<file path="src/edac_glue_consts.svh">
// Timing counts, field positions and encodings for the dual-port EDAC memory glue.
`ifndef EDAC_GLUE_CONSTS_SVH
`define EDAC_GLUE_CONSTS_SVH
`define READ_CLKS        4'h8
`define READ_MON_CLKS    4'h7
`define WRITE_CLKS       4'h5
`define BYTE_WRITE_CLKS  4'h9
`define BURST_WORD_CLKS  4'h4
`define SCRUB_CLKS       4'h6
`define SCRUB_ERR_CLKS   4'h8
`define SCRUB_CHECK_CNT  4'h3
`define PRECHARGE_CLKS   4'h3
`define FIXUP_CLKS       4'h2
`define ERR_SAMPLE_BACK  4'h2
`define BURST_EXTRA      2'h3
`define BANK_BIT         4
`define NIB_HI           3
`define NIB_LO           2
`define SIZ_LONG         2'h0
`define SIZ_BYTE         2'h1
`define SIZ_WORD         2'h2
`define SIZ_TRIPLE       2'h3
`define MASK_ALL         4'hf
`define MASK_NONE        4'h0
`define PORT_A           1'h0
`define PORT_B           1'h1
`endif

</file>
<file path="src/edac_glue_pkg.sv">
// Types shared by the dual-port EDAC memory glue and its arbiter.
package edac_glue_pkg;
  typedef enum logic [2:0] {
    ST_IDLE   = 3'b000,
    ST_ACCESS = 3'b001,
    ST_BURST  = 3'b010,
    ST_SCRUB  = 3'b011,
    ST_FIXUP  = 3'b100
  } state_t;
  typedef enum logic [1:0] {
    OWN_NONE = 2'b00,
    OWN_A    = 2'b01,
    OWN_B    = 2'b10,
    OWN_REF  = 2'b11
  } owner_t;
endpackage

</file>
<file path="src/arb_if.sv">
// Request and grant signals between the glue sequencer and its arbiter.
`timescale 1ns/1ps
`default_nettype none
interface arb_if;
  import edac_glue_pkg::*;
  logic   [1:0] req;
  logic         req_ref;
  logic         ready;
  owner_t       grant;
  modport arbiter (input req, input req_ref, input ready, output grant);
  modport client  (output req, output req_ref, output ready, input grant);
endinterface
`default_nettype wire

</file>
<file path="src/edac_arbiter.sv">
// Three-way arbiter: refresh first, then the port that used memory last.
`timescale 1ns/1ps
`default_nettype none
module edac_arbiter
  import edac_glue_pkg::*;
(
  input  wire logic clk,
  input  wire logic sys_rst,
  arb_if.arbiter    arb
);
  logic last_b_q;
  logic last_b_d;
  logic both;

  // Refresh is served first so scrubbing cannot be starved by busy ports.
  assign both = arb.req[0] & arb.req[1];
  always_comb begin
    arb.grant = OWN_NONE;
    if (arb.ready) begin
      if (arb.req_ref) begin
        arb.grant = OWN_REF;
      end else if (both) begin
        arb.grant = last_b_q ? OWN_B : OWN_A;
      end else if (arb.req[0]) begin
        arb.grant = OWN_A;
      end else if (arb.req[1]) begin
        arb.grant = OWN_B;
      end
    end
  end

  assign last_b_d = (arb.grant == OWN_B) ? 1'b1 : (arb.grant == OWN_A) ? 1'b0 : last_b_q;

  always_ff @(posedge clk) begin
    if (sys_rst) begin
      last_b_q <= 1'b0;
    end else begin
      last_b_q <= last_b_d;
    end
  end
endmodule
`default_nettype wire

</file>
<file path="src/edac_glue.sv">
// Dual-port sequencer that shares one error-corrected DRAM between two processors.
// Behaviour
// Correcting mode: single read lasts eight clocks, single-bit errors corrected on the way.
// Full-word write lasts five clocks.
// Partial byte write lasts nine clocks.
// Each further burst word lasts four clocks.
// Refresh scrubs one word: six clocks clean, eight with error and write-back.
// With both ports requesting, the most recent user wins.
// Every processor cycle ends with its synchronous termination strobe; a retried monitoring-mode read ends with fault and suspend instead.
// Correcting mode: reads pass through the corrector; read errors are never written back.
// Correcting mode: corrector stays in latch-and-correct mode for every read.
// Two banks of 39 bits each: 32 data plus 7 check.
// Address bit four selects the bank, interleaving every four words.
// Address bits three and two drive the top row and column inputs.
// Burst wraps word offset within the nibble; bank bit never changes.
// Low address bits and size decode into four byte strobes.
// Port A, port B and refresh arbitrated with no outside logic.
// Wait states while precharge pends, refresh runs or other port owns memory.
// Each port's address and strobes sit behind enableable buffers.
// Monitoring mode: single and first burst reads last seven clocks, direct data.
// Monitoring mode error: fault and suspend low until corrected word written back.
// After a retry the processor waits for suspend release, then retries.
// Monitoring mode burst data held in registered transceivers until sampled.
// Back-to-back same-bank accesses wait for row precharge.
`timescale 1ns/1ps
`default_nettype none
`include "edac_glue_consts.svh"
module edac_glue
  import edac_glue_pkg::*;
(
  input  wire logic       clk,
  input  wire logic       sys_rst,
  input  wire logic       monitor_mode_pin,
  input  wire logic [1:0] port_cs_n,
  input  wire logic [1:0] write_request_n,
  input  wire logic [1:0] port_burst_n,
  input  wire logic [9:0] port_addr,
  input  wire logic [3:0] port_siz,
  input  wire logic       refresh_req_n,
  input  wire logic       edac_error,
  output logic      [1:0] sync_cycle_end_n,
  output logic      [1:0] cycle_fault_n,
  output logic      [1:0] suspend_n,
  output logic      [1:0] port_buf_oe_n,
  output logic            mem_access_n,
  output logic            mem_refresh_n,
  output logic            mem_write_n,
  output logic            bank_select_input,
  output logic      [1:0] nibble_addr,
  output logic      [3:0] byte_column_strobes_n,
  output logic            edac_latch_correct,
  output logic            edac_cpu_oe_n,
  output logic            edac_mem_oe_n,
  output logic            direct_oe_n,
  output logic            xcvr_capture
);
  // Address width of one port's slice, then data, check and bank widths of the memory.
  localparam int ADDR_W = 5;
  localparam int DATA_W = 32;
  localparam int CHECK_W = 7;
  localparam int BANK_W = DATA_W + CHECK_W;
  // Refused while the design is built, before any clock runs.
  if (ADDR_W != `BANK_BIT + 1 || BANK_W != 39) begin : g_width_check
    $error("edac_glue: address or bank width unsupported");
  end

  state_t      state_q;
  state_t      state_d;
  owner_t      owner_q;
  owner_t      owner_d;
  logic  [3:0] cnt_q;
  logic  [3:0] cnt_d;
  logic  [3:0] len_q;
  logic  [3:0] len_d;
  logic  [1:0] words_q;
  logic  [1:0] words_d;
  logic  [1:0] nib_q;
  logic  [1:0] nib_d;
  logic        bank_q;
  logic        bank_d;
  logic  [3:0] mask_q;
  logic  [3:0] mask_d;
  logic        write_q;
  logic        write_d;
  logic        burst_q;
  logic        burst_d;
  logic        err_q;
  logic        err_d;
  logic  [3:0] prechg_q;
  logic  [3:0] prechg_d;
  logic        last_bank_q;
  logic        last_bank_d;
  logic        mon_meta_q;
  logic        mon_q;

  arb_if arb ();

  edac_arbiter u_arb (
    .clk     (clk),
    .sys_rst (sys_rst),
    .arb     (arb)
  );

  // Byte strobe decode from the two low address bits and transfer size.
  function automatic logic [3:0] byte_mask(input logic [1:0] a10, input logic [1:0] siz);
    logic [3:0] m;
    m = `MASK_ALL;
    case (siz)
      `SIZ_BYTE:   m = 4'h8 >> a10;
      `SIZ_WORD:   m = 4'hc >> a10;
      `SIZ_TRIPLE: m = 4'he >> a10;
      `SIZ_LONG:   m = 4'hf >> a10;
      default:     m = `MASK_ALL;
    endcase
    return m;
  endfunction

  function automatic logic [3:0] cycle_len(input logic wr, input logic [3:0] m, input logic mon);
    logic [3:0] n;
    n = `READ_CLKS;
    if (wr) begin
      n = (m == `MASK_ALL) ? `WRITE_CLKS : `BYTE_WRITE_CLKS;
    end else if (mon) begin
      n = `READ_MON_CLKS;
    end
    return n;
  endfunction

  // Port slices picked by the arbiter's grant.
  wire       sel_b     = (arb.grant == OWN_B);
  wire [4:0] sel_addr  = sel_b ? port_addr[9:5] : port_addr[4:0];
  wire [1:0] sel_siz   = sel_b ? port_siz[3:2] : port_siz[1:0];
  wire       sel_wr    = sel_b ? ~write_request_n[1] : ~write_request_n[0];
  wire       sel_burst = sel_b ? ~port_burst_n[1] : ~port_burst_n[0];
  wire [3:0] sel_mask  = byte_mask(sel_addr[1:0], sel_siz);
  wire [3:0] sel_len   = cycle_len(sel_wr, sel_mask, mon_q);

  // A port aimed at the bank still precharging is held off; the other bank may go.
  wire       prechg    = (prechg_q != `MASK_NONE);
  wire       a_hit     = prechg & (port_addr[`BANK_BIT] == last_bank_q);
  wire       b_hit     = prechg & (port_addr[ADDR_W + `BANK_BIT] == last_bank_q);
  assign arb.req     = {~port_cs_n[1] & ~b_hit, ~port_cs_n[0] & ~a_hit};
  assign arb.req_ref = ~refresh_req_n & ~prechg;
  assign arb.ready   = (state_q == ST_IDLE);

  wire busy_cpu   = (state_q == ST_ACCESS) | (state_q == ST_BURST);
  wire last_clk   = (cnt_q == len_q - 4'h1);
  wire mon_read   = mon_q & ~write_q & (state_q == ST_ACCESS);
  wire sample_err = mon_read & (cnt_q == len_q - `ERR_SAMPLE_BACK);
  wire scrub_chk  = (state_q == ST_SCRUB) & (cnt_q == `SCRUB_CHECK_CNT);

  always_comb begin
    state_d     = state_q;
    owner_d     = owner_q;
    cnt_d       = cnt_q + 4'h1;
    len_d       = len_q;
    words_d     = words_q;
    nib_d       = nib_q;
    bank_d      = bank_q;
    mask_d      = mask_q;
    write_d     = write_q;
    burst_d     = burst_q;
    err_d       = err_q;
    prechg_d    = prechg ? prechg_q - 4'h1 : prechg_q;
    last_bank_d = last_bank_q;
    if (sample_err | scrub_chk) begin
      err_d = edac_error;
    end
    if (scrub_chk & edac_error) begin
      len_d = `SCRUB_ERR_CLKS;
    end
    case (state_q)
      ST_IDLE: begin
        cnt_d = 4'h0;
        err_d = 1'b0;
        if (arb.grant == OWN_REF) begin
          state_d = ST_SCRUB;
          owner_d = OWN_REF;
          len_d   = `SCRUB_CLKS;
        end else if (arb.grant != OWN_NONE) begin
          state_d = ST_ACCESS;
          owner_d = arb.grant;
          len_d   = sel_len;
          write_d = sel_wr;
          burst_d = sel_burst & ~sel_wr;
          mask_d  = sel_wr ? sel_mask : `MASK_ALL;
          bank_d  = sel_addr[`BANK_BIT];
          nib_d   = sel_addr[`NIB_HI:`NIB_LO];
          words_d = `BURST_EXTRA;
        end
      end
      ST_ACCESS: begin
        if (last_clk) begin
          cnt_d = 4'h0;
          if (mon_q & ~write_q & err_q) begin
            state_d = ST_FIXUP;
            len_d   = `FIXUP_CLKS;
          end else if (burst_q) begin
            state_d = ST_BURST;
            len_d   = `BURST_WORD_CLKS;
            nib_d   = nib_q + 2'h1;
          end else begin
            state_d = ST_IDLE;
          end
        end
      end
      ST_BURST: begin
        if (last_clk) begin
          cnt_d   = 4'h0;
          words_d = words_q - 2'h1;
          nib_d   = nib_q + 2'h1;
          if (words_q == 2'h1) begin
            state_d = ST_IDLE;
          end
        end
      end
      ST_SCRUB, ST_FIXUP: begin
        if (last_clk) begin
          state_d = ST_IDLE;
        end
      end
      default: begin
        state_d = ST_IDLE;
      end
    endcase
    if (state_d == ST_IDLE && state_q != ST_IDLE) begin
      owner_d     = OWN_NONE;
      prechg_d    = `PRECHARGE_CLKS;
      last_bank_d = bank_q;
    end
  end

  always_ff @(posedge clk) begin
    if (sys_rst) begin
      state_q     <= ST_IDLE;
      owner_q     <= OWN_NONE;
      cnt_q       <= 4'h0;
      len_q       <= 4'h0;
      words_q     <= 2'h0;
      nib_q       <= 2'h0;
      bank_q      <= 1'b0;
      mask_q      <= `MASK_NONE;
      write_q     <= 1'b0;
      burst_q     <= 1'b0;
      err_q       <= 1'b0;
      prechg_q    <= 4'h0;
      last_bank_q <= 1'b0;
    end else begin
      state_q     <= state_d;
      owner_q     <= owner_d;
      cnt_q       <= cnt_d;
      len_q       <= len_d;
      words_q     <= words_d;
      nib_q       <= nib_d;
      bank_q      <= bank_d;
      mask_q      <= mask_d;
      write_q     <= write_d;
      burst_q     <= burst_d;
      err_q       <= err_d;
      prechg_q    <= prechg_d;
      last_bank_q <= last_bank_d;
    end
  end

  // The mode strap comes from a pin, so it is synchronised before use.
  always_ff @(posedge clk) begin
    if (sys_rst) begin
      mon_meta_q <= 1'b0;
      mon_q      <= 1'b0;
    end else begin
      mon_meta_q <= monitor_mode_pin;
      mon_q      <= mon_meta_q;
    end
  end

  wire own_a   = (owner_q == OWN_A);
  wire own_b   = (owner_q == OWN_B);
  wire retry   = mon_q & err_q & ~write_q & ((state_q == ST_ACCESS) | (state_q == ST_FIXUP));
  wire end_cyc = busy_cpu & last_clk & ~retry;
  wire scrub_wb = (state_q == ST_SCRUB) & err_q & (cnt_q >= `SCRUB_CLKS);
  wire reading = busy_cpu & ~write_q;

  // A cycle with a detected error in monitoring mode is retried, never terminated.
  assign sync_cycle_end_n[0] = ~(end_cyc & own_a);
  assign sync_cycle_end_n[1] = ~(end_cyc & own_b);
  assign cycle_fault_n[0]    = ~(retry & own_a);
  assign cycle_fault_n[1]    = ~(retry & own_b);
  assign suspend_n[0]        = ~(retry & own_a);
  assign suspend_n[1]        = ~(retry & own_b);
  assign port_buf_oe_n[0]    = ~own_a;
  assign port_buf_oe_n[1]    = ~own_b;

  assign mem_access_n          = ~(busy_cpu | (state_q == ST_FIXUP));
  assign mem_refresh_n         = ~(state_q == ST_SCRUB);
  assign mem_write_n           = ~((busy_cpu & write_q) | (state_q == ST_FIXUP) | scrub_wb);
  assign bank_select_input     = bank_q;
  assign nibble_addr           = nib_q;
  assign byte_column_strobes_n = busy_cpu ? ~mask_q : `MASK_ALL;
  // Correcting mode latches every read so the column strobe may move on early.
  assign edac_latch_correct    = reading ? ~mon_q : (state_q == ST_SCRUB);
  assign edac_cpu_oe_n         = ~(reading & ~mon_q);
  assign edac_mem_oe_n         = ~((state_q == ST_FIXUP) | scrub_wb);
  assign direct_oe_n           = ~(reading & mon_q);
  assign xcvr_capture          = reading & mon_q & (cnt_q == len_q - `ERR_SAMPLE_BACK);
endmodule
`default_nettype wire

</file>
<file path="config.mk">
export PLATFORM = sky130hd
export DESIGN_NAME = edac_glue
export DESIGN_NICKNAME = d
export VERILOG_FILES = /design/src/edac_glue_pkg.sv /design/src/arb_if.sv /design/src/edac_arbiter.sv /design/src/edac_glue.sv
export VERILOG_INCLUDE_DIRS = /design/src
export SDC_FILE = /design/constraint.sdc
export NUM_CORES = 1
export LEC_CHECK = 0
export BUFFER_PORTS_ARGS = -buffer_cell sky130_fd_sc_hd__buf_2
export CAP_MARGIN = 20
export CORE_UTILIZATION = 55
export CTS_CLUSTER_DIAMETER = 30
export CTS_CLUSTER_SIZE = 10
export DETAILED_ROUTE_END_ITERATION = 12
export PLACE_DENSITY = 0.8
export RECOVER_POWER = 100
export SYNTH_ARGS = -nofsm -noshare
export SYNTH_HDL_FRONTEND = slang
export SYNTH_SLANG_ARGS = --single-unit
</file>
<file path="constraint.sdc">
create_clock -name clk -period 5 [get_ports clk]
set_clock_uncertainty 0.2 [all_clocks]
set_input_delay 1.5 -clock clk [delete_from_list [all_inputs] [get_ports clk]]
set_output_delay 1.5 -clock clk [all_outputs]
set_load 0.05 [all_outputs]
</file>
==> results of run 1 <==
[final cells by class]
cell class              count  share of cell area
flip-flops and latches     33               0.261
well taps                  50              0.0248
repair buffers             48              0.0832
clock buffers               6              0.0287
clock inverters             2             0.00396
inverters                  19              0.0282
multi-input cells         220               0.570
[per-stage QoR]
stage,utilization,instances,total power (µW),setup WS (ns)
floorplan,-,287,1220,0.287
global placement,0.626,370,1390,0.447
detailed placement,0.626,370,1420,0.272
CTS,0.647,378,1620,0.574
global route,0.632,378,1720,0.248
finish,0.632,378,1600,0.499
[flip-flops by register name, indices dropped and copies added (netlist names), 2 cells and up]
| name | flops |
|---|---|
| cnt_q | 4 |
| len_q | 4 |
| mask_q | 4 |
| nibble_addr | 2 |
| owner_q | 2 |
| prechg_q | 4 |
| state_q | 3 |
| words_q | 2 |
[worst register-to-register path, stage by stage (launching register included)]
cell     delay, ns
dfxtp_1       0.32
inv_1         0.11
ha_1          0.18
nand2_1       0.17
a21o_1        0.23
o21a_1        0.18
o21ai_0       0.29
inv_1         0.11
ha_1          0.28
nor3_1        1.04
nand2_1       0.31
a21oi_1       0.21
nor3_1        0.07
[layout by cell type, fill, tap and decap left out, types with 3 or more instances in the layout]
cell type  count
xnor2_1        7
nor2b_1        8
nand3_1        5
a31oi_1        3
o21a_1         5
mux2i_1       12
o21ai_0       12
inv_1         19
nor3_1        19
ha_1          14
a21oi_1       16
clkbuf_1      27
clkbuf_8       5
dfxtp_1       33
nand2_1       29
xor2_1         5
buf_2         21
o22ai_1        4
or3_1          3
a211oi_1       3
a2111oi_2      4
nor2_1        38
[cell families after synthesis]
group / after synthesis
compound gates: 60
simple gates: 118
fa+ha+maj: 14
buf+inv: 34
mux: 13
flops: 33
xor+xnor: 15
[per-layer routing]
layer	global-route usage	up-vias	part of all wire
met5	0	-	0
met4	0.0957	0	0.017
met3	0.0586	10	0.061
met2	0.438	82	0.47
met1	0.336	976	0.45
li1	-	1072	-
[final timing paths]
| path | from | to | slack, ns |
|---|---|---|---|
| worst max-delay path | port_addr[4] | mask_q[2] | 0.50 |
| worst min-delay path | mon_meta_q | mon_q | 0.24 |
| worst max register to register | prechg_q[0] | mask_q[2] | 1.13 |
| worst min register to register | mon_meta_q | mon_q | 0.24 |
[power by group through the flow]
stage	Clock, µW	Sequential (µW)	Combinational [µW]
detailed placement	0	428	989
floorplan	0	417	802
global route	214	435	1070
global placement	0	425	964
CTS	200	423	997
finish	200	425	972
==> flow_metrics.tcl, run 1 <==
set metrics [dict create \
    status "completed" \
    cts_buffers 5 \
    via_per_inst 5.66 \
    first_iter_violations 155 \
    numPortBuffers 47 \
    first_pass_iters 6 \
    sequentialPowerShare 0.266 \
    synth-seq-cells 33 \
    cpPeakStageDelay_ns 1.04 \
    syn-num-nets 326 \
    clkLatencyLatePin_ns 0.29 \
    syn_area_um2 2280 \
    grt_max_degree 24 \
    cpMostUsedCell "nor3_1" \
    finalMaxSlewViolations 0 \
    fin_tns_setup_ns 0 \
    power_frac_clock 0.125 \
    chipHeight_um 66.3 \
    ys_top_cells_by_area "dfxtp_1, ha_1, nor2_1, mux2i_1, nand2_1" \
    multi_input_area_um2 1440 \
    hold_path.class "reg -> reg" \
    min_period_ns 4.50 \
    post_cts_buffers 0 \
    hold_violations 0 \
    synth_adder_area_share 0.0770 \
    synth_simple_gate_area_frac 0.253 \
    fp.dieW_um 66.3 \
    fin_area_um2 2530 \
    ys_top_cells_by_count "nor2_1, dfxtp_1, nand2_1" \
    diodes 0 \
    h-tree-depth 2 \
    synth.area.mux_share 0.0577 \
    setup_viol 0 \
    cts_tree "built" \
    synth_compound_area_frac 0.187 \
    fmax_ghz 0.222 \
    first_global_vias 1929 \
    p_per_area_nw_per_um2 632 \
    grt_pass1_wl_mm 8.80 \
    fillers 392 \
    timing.hold.ws_ns 0.243 \
    ff2ff_path_depth 12 \
    critPathBufInv 2 \
    clock_path_buffers 2 \
    endpoint_kind "flop" \
    path_clk_slew_ns 0.07 \
    grt_setup_unrepaired "no" \
    rows 23 \
    crit_fanout 10 \
    hold_depth 1 \
    critPathKind "in -> reg" \
    p_sw_uw 827 \
    syn_to_final_growth_pct 11.0 \
    synth_top_area_frac 0.290 \
    yosysSeqAreaShare 0.290 \
    max_cap_viol_count 0 \
    dieArea_um2 4400 \
    internal_power_uw 771 \
    synth-xor-area-share 0.0704 \
    drive_gt1_frac 0.122 \
    initial_core_util 0.569 \
    worstPathCellList "clkbuf_1 > xnor2_1 > a21o_1 > o21a_1 > o21ai_0 > inv_1 > ha_1 > nor3_1 > nand2_1 > a21oi_1 > nor3_1" \
    grt_usage 0.265 \
    postRouteAntennaNets 0 \
    cp.required_ns 4.93 \
    regArea_um2 661 \
    vias 2140 \
    combPwrFrac 0.609 \
    synth_top_family_by_area "simple AND/OR/NAND/NOR gates" \
    post_cts_resized 0 \
    ys.warnings.count 0 \
    fin_crit_sh 0.900 \
    cts_root_buf "clkbuf_8" \
    crit_path_start_kind "input port" \
    syn_inst 287 \
    hold_buffers 0 \
    yosysMostFrequentCell "nor2_1" \
    drt_drc_violations_left 0 \
    worstMarginPinSlew_ns 1.28 \
    wl_mm 5.36 \
    cp_data_arrival_time_ns 4.43 \
    gp_congestion 0.888 \
    p_sw_frac 0.518 \
    core_um2 4000 \
    slew_headroom 0.139 \
    syn_avg_cell_area_um2 7.93 \
    irDropWorstVdd_uv 317 \
    fin_nets 366 \
    yosys.area.top_type "dfxtp_1" \
    leakage_uw 0.000991 \
    critical-path-top-delay-family "simple AND/OR/NAND/NOR gates" \
    placed_cell_area_um2 2500 \
    synth_flop_cell "dfxtp_1" \
    cp_num_cells 11 \
    boundaryPins 48 \
    grt_overflow 0 \
    critPathSlowestCell "nor3_1" \
    synth_edf_count 0 \
    dp_hpwl_mm 4.05 \
    antenna_found_initial 0 \
    clkSinkCount 33 \
    wire_per_inst_um 14.2 \
    synth_cell_types 51 \
    synthArstFlopShare 0 \
]
Power figures use the tool's default switching activity.
==> run 2, diff against run 1 <==
--- a/config.mk
+++ b/config.mk
@@ -6,13 +6,15 @@
 export SDC_FILE = /design/constraint.sdc
 export NUM_CORES = 1
 export LEC_CHECK = 0
+export ABC_AREA = 1
 export BUFFER_PORTS_ARGS = -buffer_cell sky130_fd_sc_hd__buf_2
 export CAP_MARGIN = 20
-export CORE_UTILIZATION = 55
+export CORE_UTILIZATION = 56
 export CTS_CLUSTER_DIAMETER = 30
 export CTS_CLUSTER_SIZE = 10
 export DETAILED_ROUTE_END_ITERATION = 12
-export PLACE_DENSITY = 0.8
+export GPL_TIMING_DRIVEN = 1
+export PLACE_DENSITY = 0.81
 export RECOVER_POWER = 100
 export SYNTH_ARGS = -nofsm -noshare
 export SYNTH_HDL_FRONTEND = slang
==> flow_metrics.tcl, run 2 <==
set metrics [dict create \
    grt_pass1_wl_mm 9.36 \
    finalMaxSlewViolations 0 \
    p_sw_uw 1060 \
    critical-path-top-delay-family "simple AND/OR/NAND/NOR gates" \
    post_cts_resized 0 \
    chipHeight_um 68.6 \
    grt_setup_unrepaired "no" \
    ys_top_cells_by_area "dfxtp_1, nand2_1, nor2_1, ha_1, inv_1" \
    fin_nets 460 \
    internal_power_uw 829 \
    power_frac_clock 0.103 \
    cts_root_buf "clkbuf_8" \
    gp_congestion 0.829 \
    irDropWorstVdd_uv 310 \
    hold_depth 2 \
    ys_top_cells_by_count "nand2_1, nor2_1, inv_1" \
    critPathSlowestCell "nor2_1" \
    grt_overflow 0 \
    ys.warnings.count 0 \
    hold_path.class "reg -> reg" \
    final_core_util 0.671 \
    yosys.area.top_type "dfxtp_1" \
    wire_per_inst_um 12.3 \
    combPwrFrac 0.678 \
    max_cap_viol_count 0 \
    clkSinkCount 33 \
    synth_cell_types 39 \
    syn-num-nets 411 \
    setup_viol 0 \
    drt_drc_violations_left 0 \
    dieArea_um2 4700 \
    grt_usage 0.267 \
    status "completed" \
    slew_headroom 0.519 \
    vias 2469 \
    fmax_ghz 0.239 \
    syn_area_um2 2480 \
    synth_top_area_frac 0.266 \
    h-tree-depth 2 \
    hold_buffers 0 \
    most-common-layout-cells "nand2_1, nor2_1, inv_1" \
    critPathBufInv 2 \
    critPathKind "reg -> out" \
    post_cts_buffers 0 \
    fin_crit_sh 0.838 \
    syn_inst 372 \
    leakage_uw 0.00135 \
    layout_commonest_cell "nand2_1" \
    yosysSeqAreaShare 0.266 \
    cp_data_arrival_time_ns 2.49 \
    cts_tree "built" \
    wl_met2_mm 2.75 \
    cpMostUsedCell "nand2_1" \
    fp.dieW_um 68.6 \
    syn_to_final_growth_pct 11.3 \
    first_global_vias 2175 \
    ff2ff_path_depth 17 \
    crit_path_start_kind "flop" \
    synth_flop_cell "dfxtp_1" \
    postRouteAntennaNets 0 \
    path_clk_slew_ns 0.07 \
    top_layer "met4" \
    cpPeakStageDelay_ns 0.38 \
    clock_path_buffers 2 \
    grt_max_degree 16 \
    cts_buffers 5 \
    first_iter_violations 144 \
    syn_avg_cell_area_um2 6.67 \
    hold_violations 0 \
    first_pass_iters 4 \
    sequentialPowerShare 0.219 \
    via_per_inst 5.23 \
    cp.required_ns 3.30 \
    synth_edf_count 0 \
    rows 23 \
    synthArstFlopShare 0 \
    boundaryPins 48 \
    worstMarginPinSlew_ns 0.721 \
    synth-seq-cells 33 \
    setup_slack_ns 0.812 \
    crit_fanout 10 \
    numPortBuffers 47 \
    endpoint_kind "output port" \
    yosysMostFrequentCell "nand2_1" \
    fillers 396 \
    wl_met3_um 261 \
    worstPathCellList "nor2_1 > nand2_1 > nand2_1 > inv_1 > nor3_1 > nand3_1 > clkbuf_1" \
    ff2ff_setup_slack_ns 1.47 \
    drive_gt1_frac 0.164 \
    cp_num_cells 7 \
    clkLatencyLatePin_ns 0.28 \
    min_period_ns 4.19 \
    p_per_area_nw_per_um2 684 \
    p_sw_frac 0.561 \
    pre_cts_ws_ns 0.783 \
    diodes 0 \
    wl_met1_mm 2.72 \
    wl_mm 5.80 \
    initial_core_util 0.603 \
    antenna_found_initial 0 \
    core_um2 4120 \
    fin_tns_setup_ns 0 \
    dp_hpwl_mm 4.60 \
]
==> run 2: layer usage <==
| metal | vias up | GRT usage |
|---|---|---|
| li1 | 1278 | - |
| met4 | 0 | 0.0807 |
| met2 | 65 | 0.468 |
| met3 | 9 | 0.0510 |
| met5 | - | 0 |
| met1 | 1117 | 0.327 |
==> run 2: cells by family (layout without fill, tap and decap cells) <==
family                     Yosys count  count (layout)  share of synthesized area
adders and majority gates           14              14                     0.0706
DFF                                 33              33                      0.266
xor gates and xnor gates             7               7                     0.0247
and+or+nand+nor                    197             197                      0.402
buffers and inverters               63             113                      0.102
AOI/OAI and AO/OA                   57              57                      0.131
muxes                                1               1                    0.00403
==> run 2: through the flow <==
step	cells	cell area, µm²	hold WS [ns]	power [µW]
after floorplan	372	2480	0.188	1480
after global placement	464	2750	0.190	1710
after detailed placement	464	2750	0.202	1740
after CTS	472	2830	0.211	1940
after global routing	472	2760	0.226	2070
final	472	2760	0.209	1890
==> run 2: power groups by stage <==
stage,Combinational [µW],Sequential [µW],Clock [µW]
2_1_floorplan,1050,431,0
3_3_place_gp,1290,417,0
3_5_place_dp,1320,419,0
4_1_cts,1330,414,196
5_1_grt,1440,423,209
6_report,1280,415,194
==> run 2: final timing paths <==
path,to,startpoint
worst max-delay path,sync_cycle_end_n[1],state_q[2]
worst min-delay path,mon_q,mon_meta_q
worst min register to register,mon_q,mon_meta_q
worst max register to register,mask_q[0],prechg_q[0]
==> run 2: cell type report <==
class                      count  area [µm²]  share of cell area
timing repair buffer          47         206              0.0747
multi-input combinational    276        1530               0.553
clock buffer                   8        80.1              0.0290
sequential                    33         661               0.239
inverter                      58         225              0.0815
tap                           50        62.6              0.0226
==> run 2: tightest hold or removal path: cells and delay by family (launching register included) <==
| family | cells | cell delay (ns) |
|---|---|---|
| simple gates | 1 | 0.03 |
| flops | 1 | 0.30 |
| buf+inv | 1 | 0.04 |
==> run 3, diff against run 2 <==
--- a/config.mk
+++ b/config.mk
@@ -6,15 +6,15 @@
 export SDC_FILE = /design/constraint.sdc
 export NUM_CORES = 1
 export LEC_CHECK = 0
-export ABC_AREA = 1
+export ABC_AREA = 0
 export BUFFER_PORTS_ARGS = -buffer_cell sky130_fd_sc_hd__buf_2
 export CAP_MARGIN = 20
-export CORE_UTILIZATION = 56
+export CORE_UTILIZATION = 49
 export CTS_CLUSTER_DIAMETER = 30
 export CTS_CLUSTER_SIZE = 10
 export DETAILED_ROUTE_END_ITERATION = 12
 export GPL_TIMING_DRIVEN = 1
-export PLACE_DENSITY = 0.81
+export PLACE_DENSITY = 0.76
 export RECOVER_POWER = 100
 export SYNTH_ARGS = -nofsm -noshare
 export SYNTH_HDL_FRONTEND = slang
==> constraint.sdc (replaced) <==
create_clock -name clk -period 3.7 [get_ports clk]
set_clock_uncertainty 0.2 [all_clocks]
set_input_delay 1.11 -clock clk [delete_from_list [all_inputs] [get_ports clk]]
set_output_delay 1.11 -clock clk [all_outputs]
set_load 0.05 [all_outputs]
==> flow_metrics.tcl, run 3 (synthesis results as in run 1) <==
set metrics [dict create \
    status "completed" \
    initial_core_util 0.516 \
    ff2ff_setup_slack_ns 0.41 \
    p_per_area_nw_per_um2 845 \
    cp_data_arrival_time_ns 3.47 \
    post_cts_buffers 0 \
    r2r-start "prechg_q[0]" \
    fin_crit_sh 0.951 \
    path_clk_slew_ns 0.07 \
    clkLatencyLatePin_ns 0.28 \
    first_iter_violations 160 \
    hold_depth 1 \
    min_period_ns 3.52 \
    irDropWorstVdd_uv 396 \
    r2r-end "len_q[3]" \
    power_frac_clock 0.123 \
    postRouteAntennaNets 0 \
    crit_path_start_kind "input port" \
    leakage_uw 0.00108 \
    layout_commonest_cell "nor2_1" \
    crit_fanout 3 \
    core_um2 4410 \
    fin_nets 381 \
    setup_viol 0 \
    wire_per_inst_um 13.7 \
    grt_max_degree 24 \
    clkSinkCount 33 \
    first_pass_iters 4 \
    gp_congestion 0.850 \
    most-common-layout-cells "nor2_1, dfxtp_1, nand2_1" \
    min_to "mon_q" \
    grt_setup_unrepaired "no" \
    finalMaxSlewViolations 0 \
    p_sw_uw 1120 \
    cts_buffers 5 \
    clock_path_buffers 2 \
    dp.cells 387 \
    cpPeakStageDelay_ns 0.35 \
    diodes 0 \
    ff2ff_path_depth 16 \
    dieArea_um2 4920 \
    cp.required_ns 3.65 \
    drt_drc_violations_left 0 \
    grt_usage 0.231 \
    hold_violations 0 \
    critPathKind "in -> reg" \
    h-tree-depth 2 \
    chipHeight_um 70.2 \
    antenna_found_initial 0 \
    via_per_inst 5.50 \
    hold_start "mon_meta_q" \
    boundaryPins 48 \
    grt_pass1_wl_mm 9.15 \
    layoutNonFillerInstCount 394 \
    drive_gt1_frac 0.196 \
    multi_input_area_um2 1460 \
    fmax_ghz 0.284 \
    critPathSlowestCell "mux2_2" \
    numPortBuffers 47 \
    sequentialPowerShare 0.250 \
    rows 24 \
    vias 2167 \
    p_sw_frac 0.500 \
    worstMarginPinSlew_ns 0.601 \
    internal_power_uw 1120 \
    final_core_util 0.602 \
    syn_to_final_growth_pct 16.8 \
    worstPathCellList "clkbuf_1 > xnor2_1 > a21oi_1 > o21a_1 > o21ai_2 > inv_1 > ha_2 > mux2_2 > ha_1 > nor2b_1 > nand4_1 > o21ai_2 > o21ai_0 > a21oi_1 > nor3_1" \
    regArea_um2 661 \
    fp.dieW_um 70.2 \
    wl_mm 5.38 \
    slew_headroom 0.601 \
    dp_hpwl_mm 4.19 \
    cts_tree "built" \
    hold_path.class "reg -> reg" \
    grt_overflow 0 \
    max_cap_viol_count 0 \
    combPwrFrac 0.627 \
    first_global_vias 2065 \
    hold_buffers 0 \
    endpoint_kind "flop" \
    fillers 424 \
    cts_root_buf "clkbuf_8" \
]
## run 3: cell types whose count changed in the layout (fill, tap and decap cells not counted), moves of 7 or more
cell / before / now
nor2_1: 50 / 38
buf_4: 0 / 10
mux2i_1: 1 / 12
nand2_1: 92 / 29
nand2_2: 9 / 0
inv_1: 44 / 19
nand3_1: 19 / 5
nor2b_1: 0 / 8
clkbuf_2: 0 / 11
clkbuf_1: 26 / 19
nor3_1: 4 / 18
inv_2: 11 / 0
o21ai_0: 22 / 9
## run 3: stage by stage
step	instance area, µm²	total power (µW)	hold slack (ns)	setup slack, ns	setup TNS, ns
4_1_cts	2740	2330	0.252	0.175	0
5_1_grt	2660	2450	0.275	0.0138	0
2_1_floorplan	2310	1680	0.214	0.0284	0
3_5_place_dp	2660	2050	0.237	-0.110	-0.110
6_report	2660	2250	0.252	0.181	0
3_3_place_gp	2660	2010	0.236	0.0294	0
## run 3: critical path, delay by kind of cell
family | cells | cell delay [ns]
AOI/OAI and AO/OA | 6 | 0.83
adders and majority gates | 2 | 0.50
muxes | 1 | 0.35
and+or+nand+nor | 3 | 0.33
buffers and inverters | 2 | 0.22
xor gates and xnor gates | 1 | 0.13
## run 3: power by group through the flow
stage / clock (µW) / sequential [µW] / combinational, µW
final: 276 / 562 / 1410
after global routing: 297 / 576 / 1580
after CTS: 281 / 559 / 1490
after detailed placement: 0 / 566 / 1480
after global placement: 0 / 566 / 1440
after floorplan: 0 / 564 / 1110
## run 3: cell type report
class                      count  share of cell area
clock buffer                   7              0.0325
inverter                      19              0.0268
multi-input combinational    220               0.548
sequential                    33               0.248
tap                           52              0.0245
timing repair buffer          63               0.120
## run 3: how the worst max path moves through the flow
| stage | from | to | cells after the start |
|---|---|---|---|
| 2_1_floorplan | port_addr[9] | len_q[3] | 15 |
| 3_3_place_gp | port_addr[9] | len_q[3] | 15 |
| 3_5_place_dp | port_addr[9] | len_q[3] | 15 |
| 4_1_cts | port_addr[9] | len_q[3] | 15 |
| 5_1_grt | port_addr[9] | len_q[3] | 15 |
| 6_report | port_addr[9] | len_q[3] | 15 |
## run 3: repair_timing
item	in CTS	in global routing
gates resized for setup	0	0
endpoints found under the setup margin	0	1
hold endpoints to repair	0	0
## run 3: layer usage
layer,part of all wire,wire [µm],track usage
met4,0.0071,38,0.0644
met2,0.46,2450,0.387
met3,0.062,331,0.0375
met1,0.48,2560,0.306
met5,0,0,0
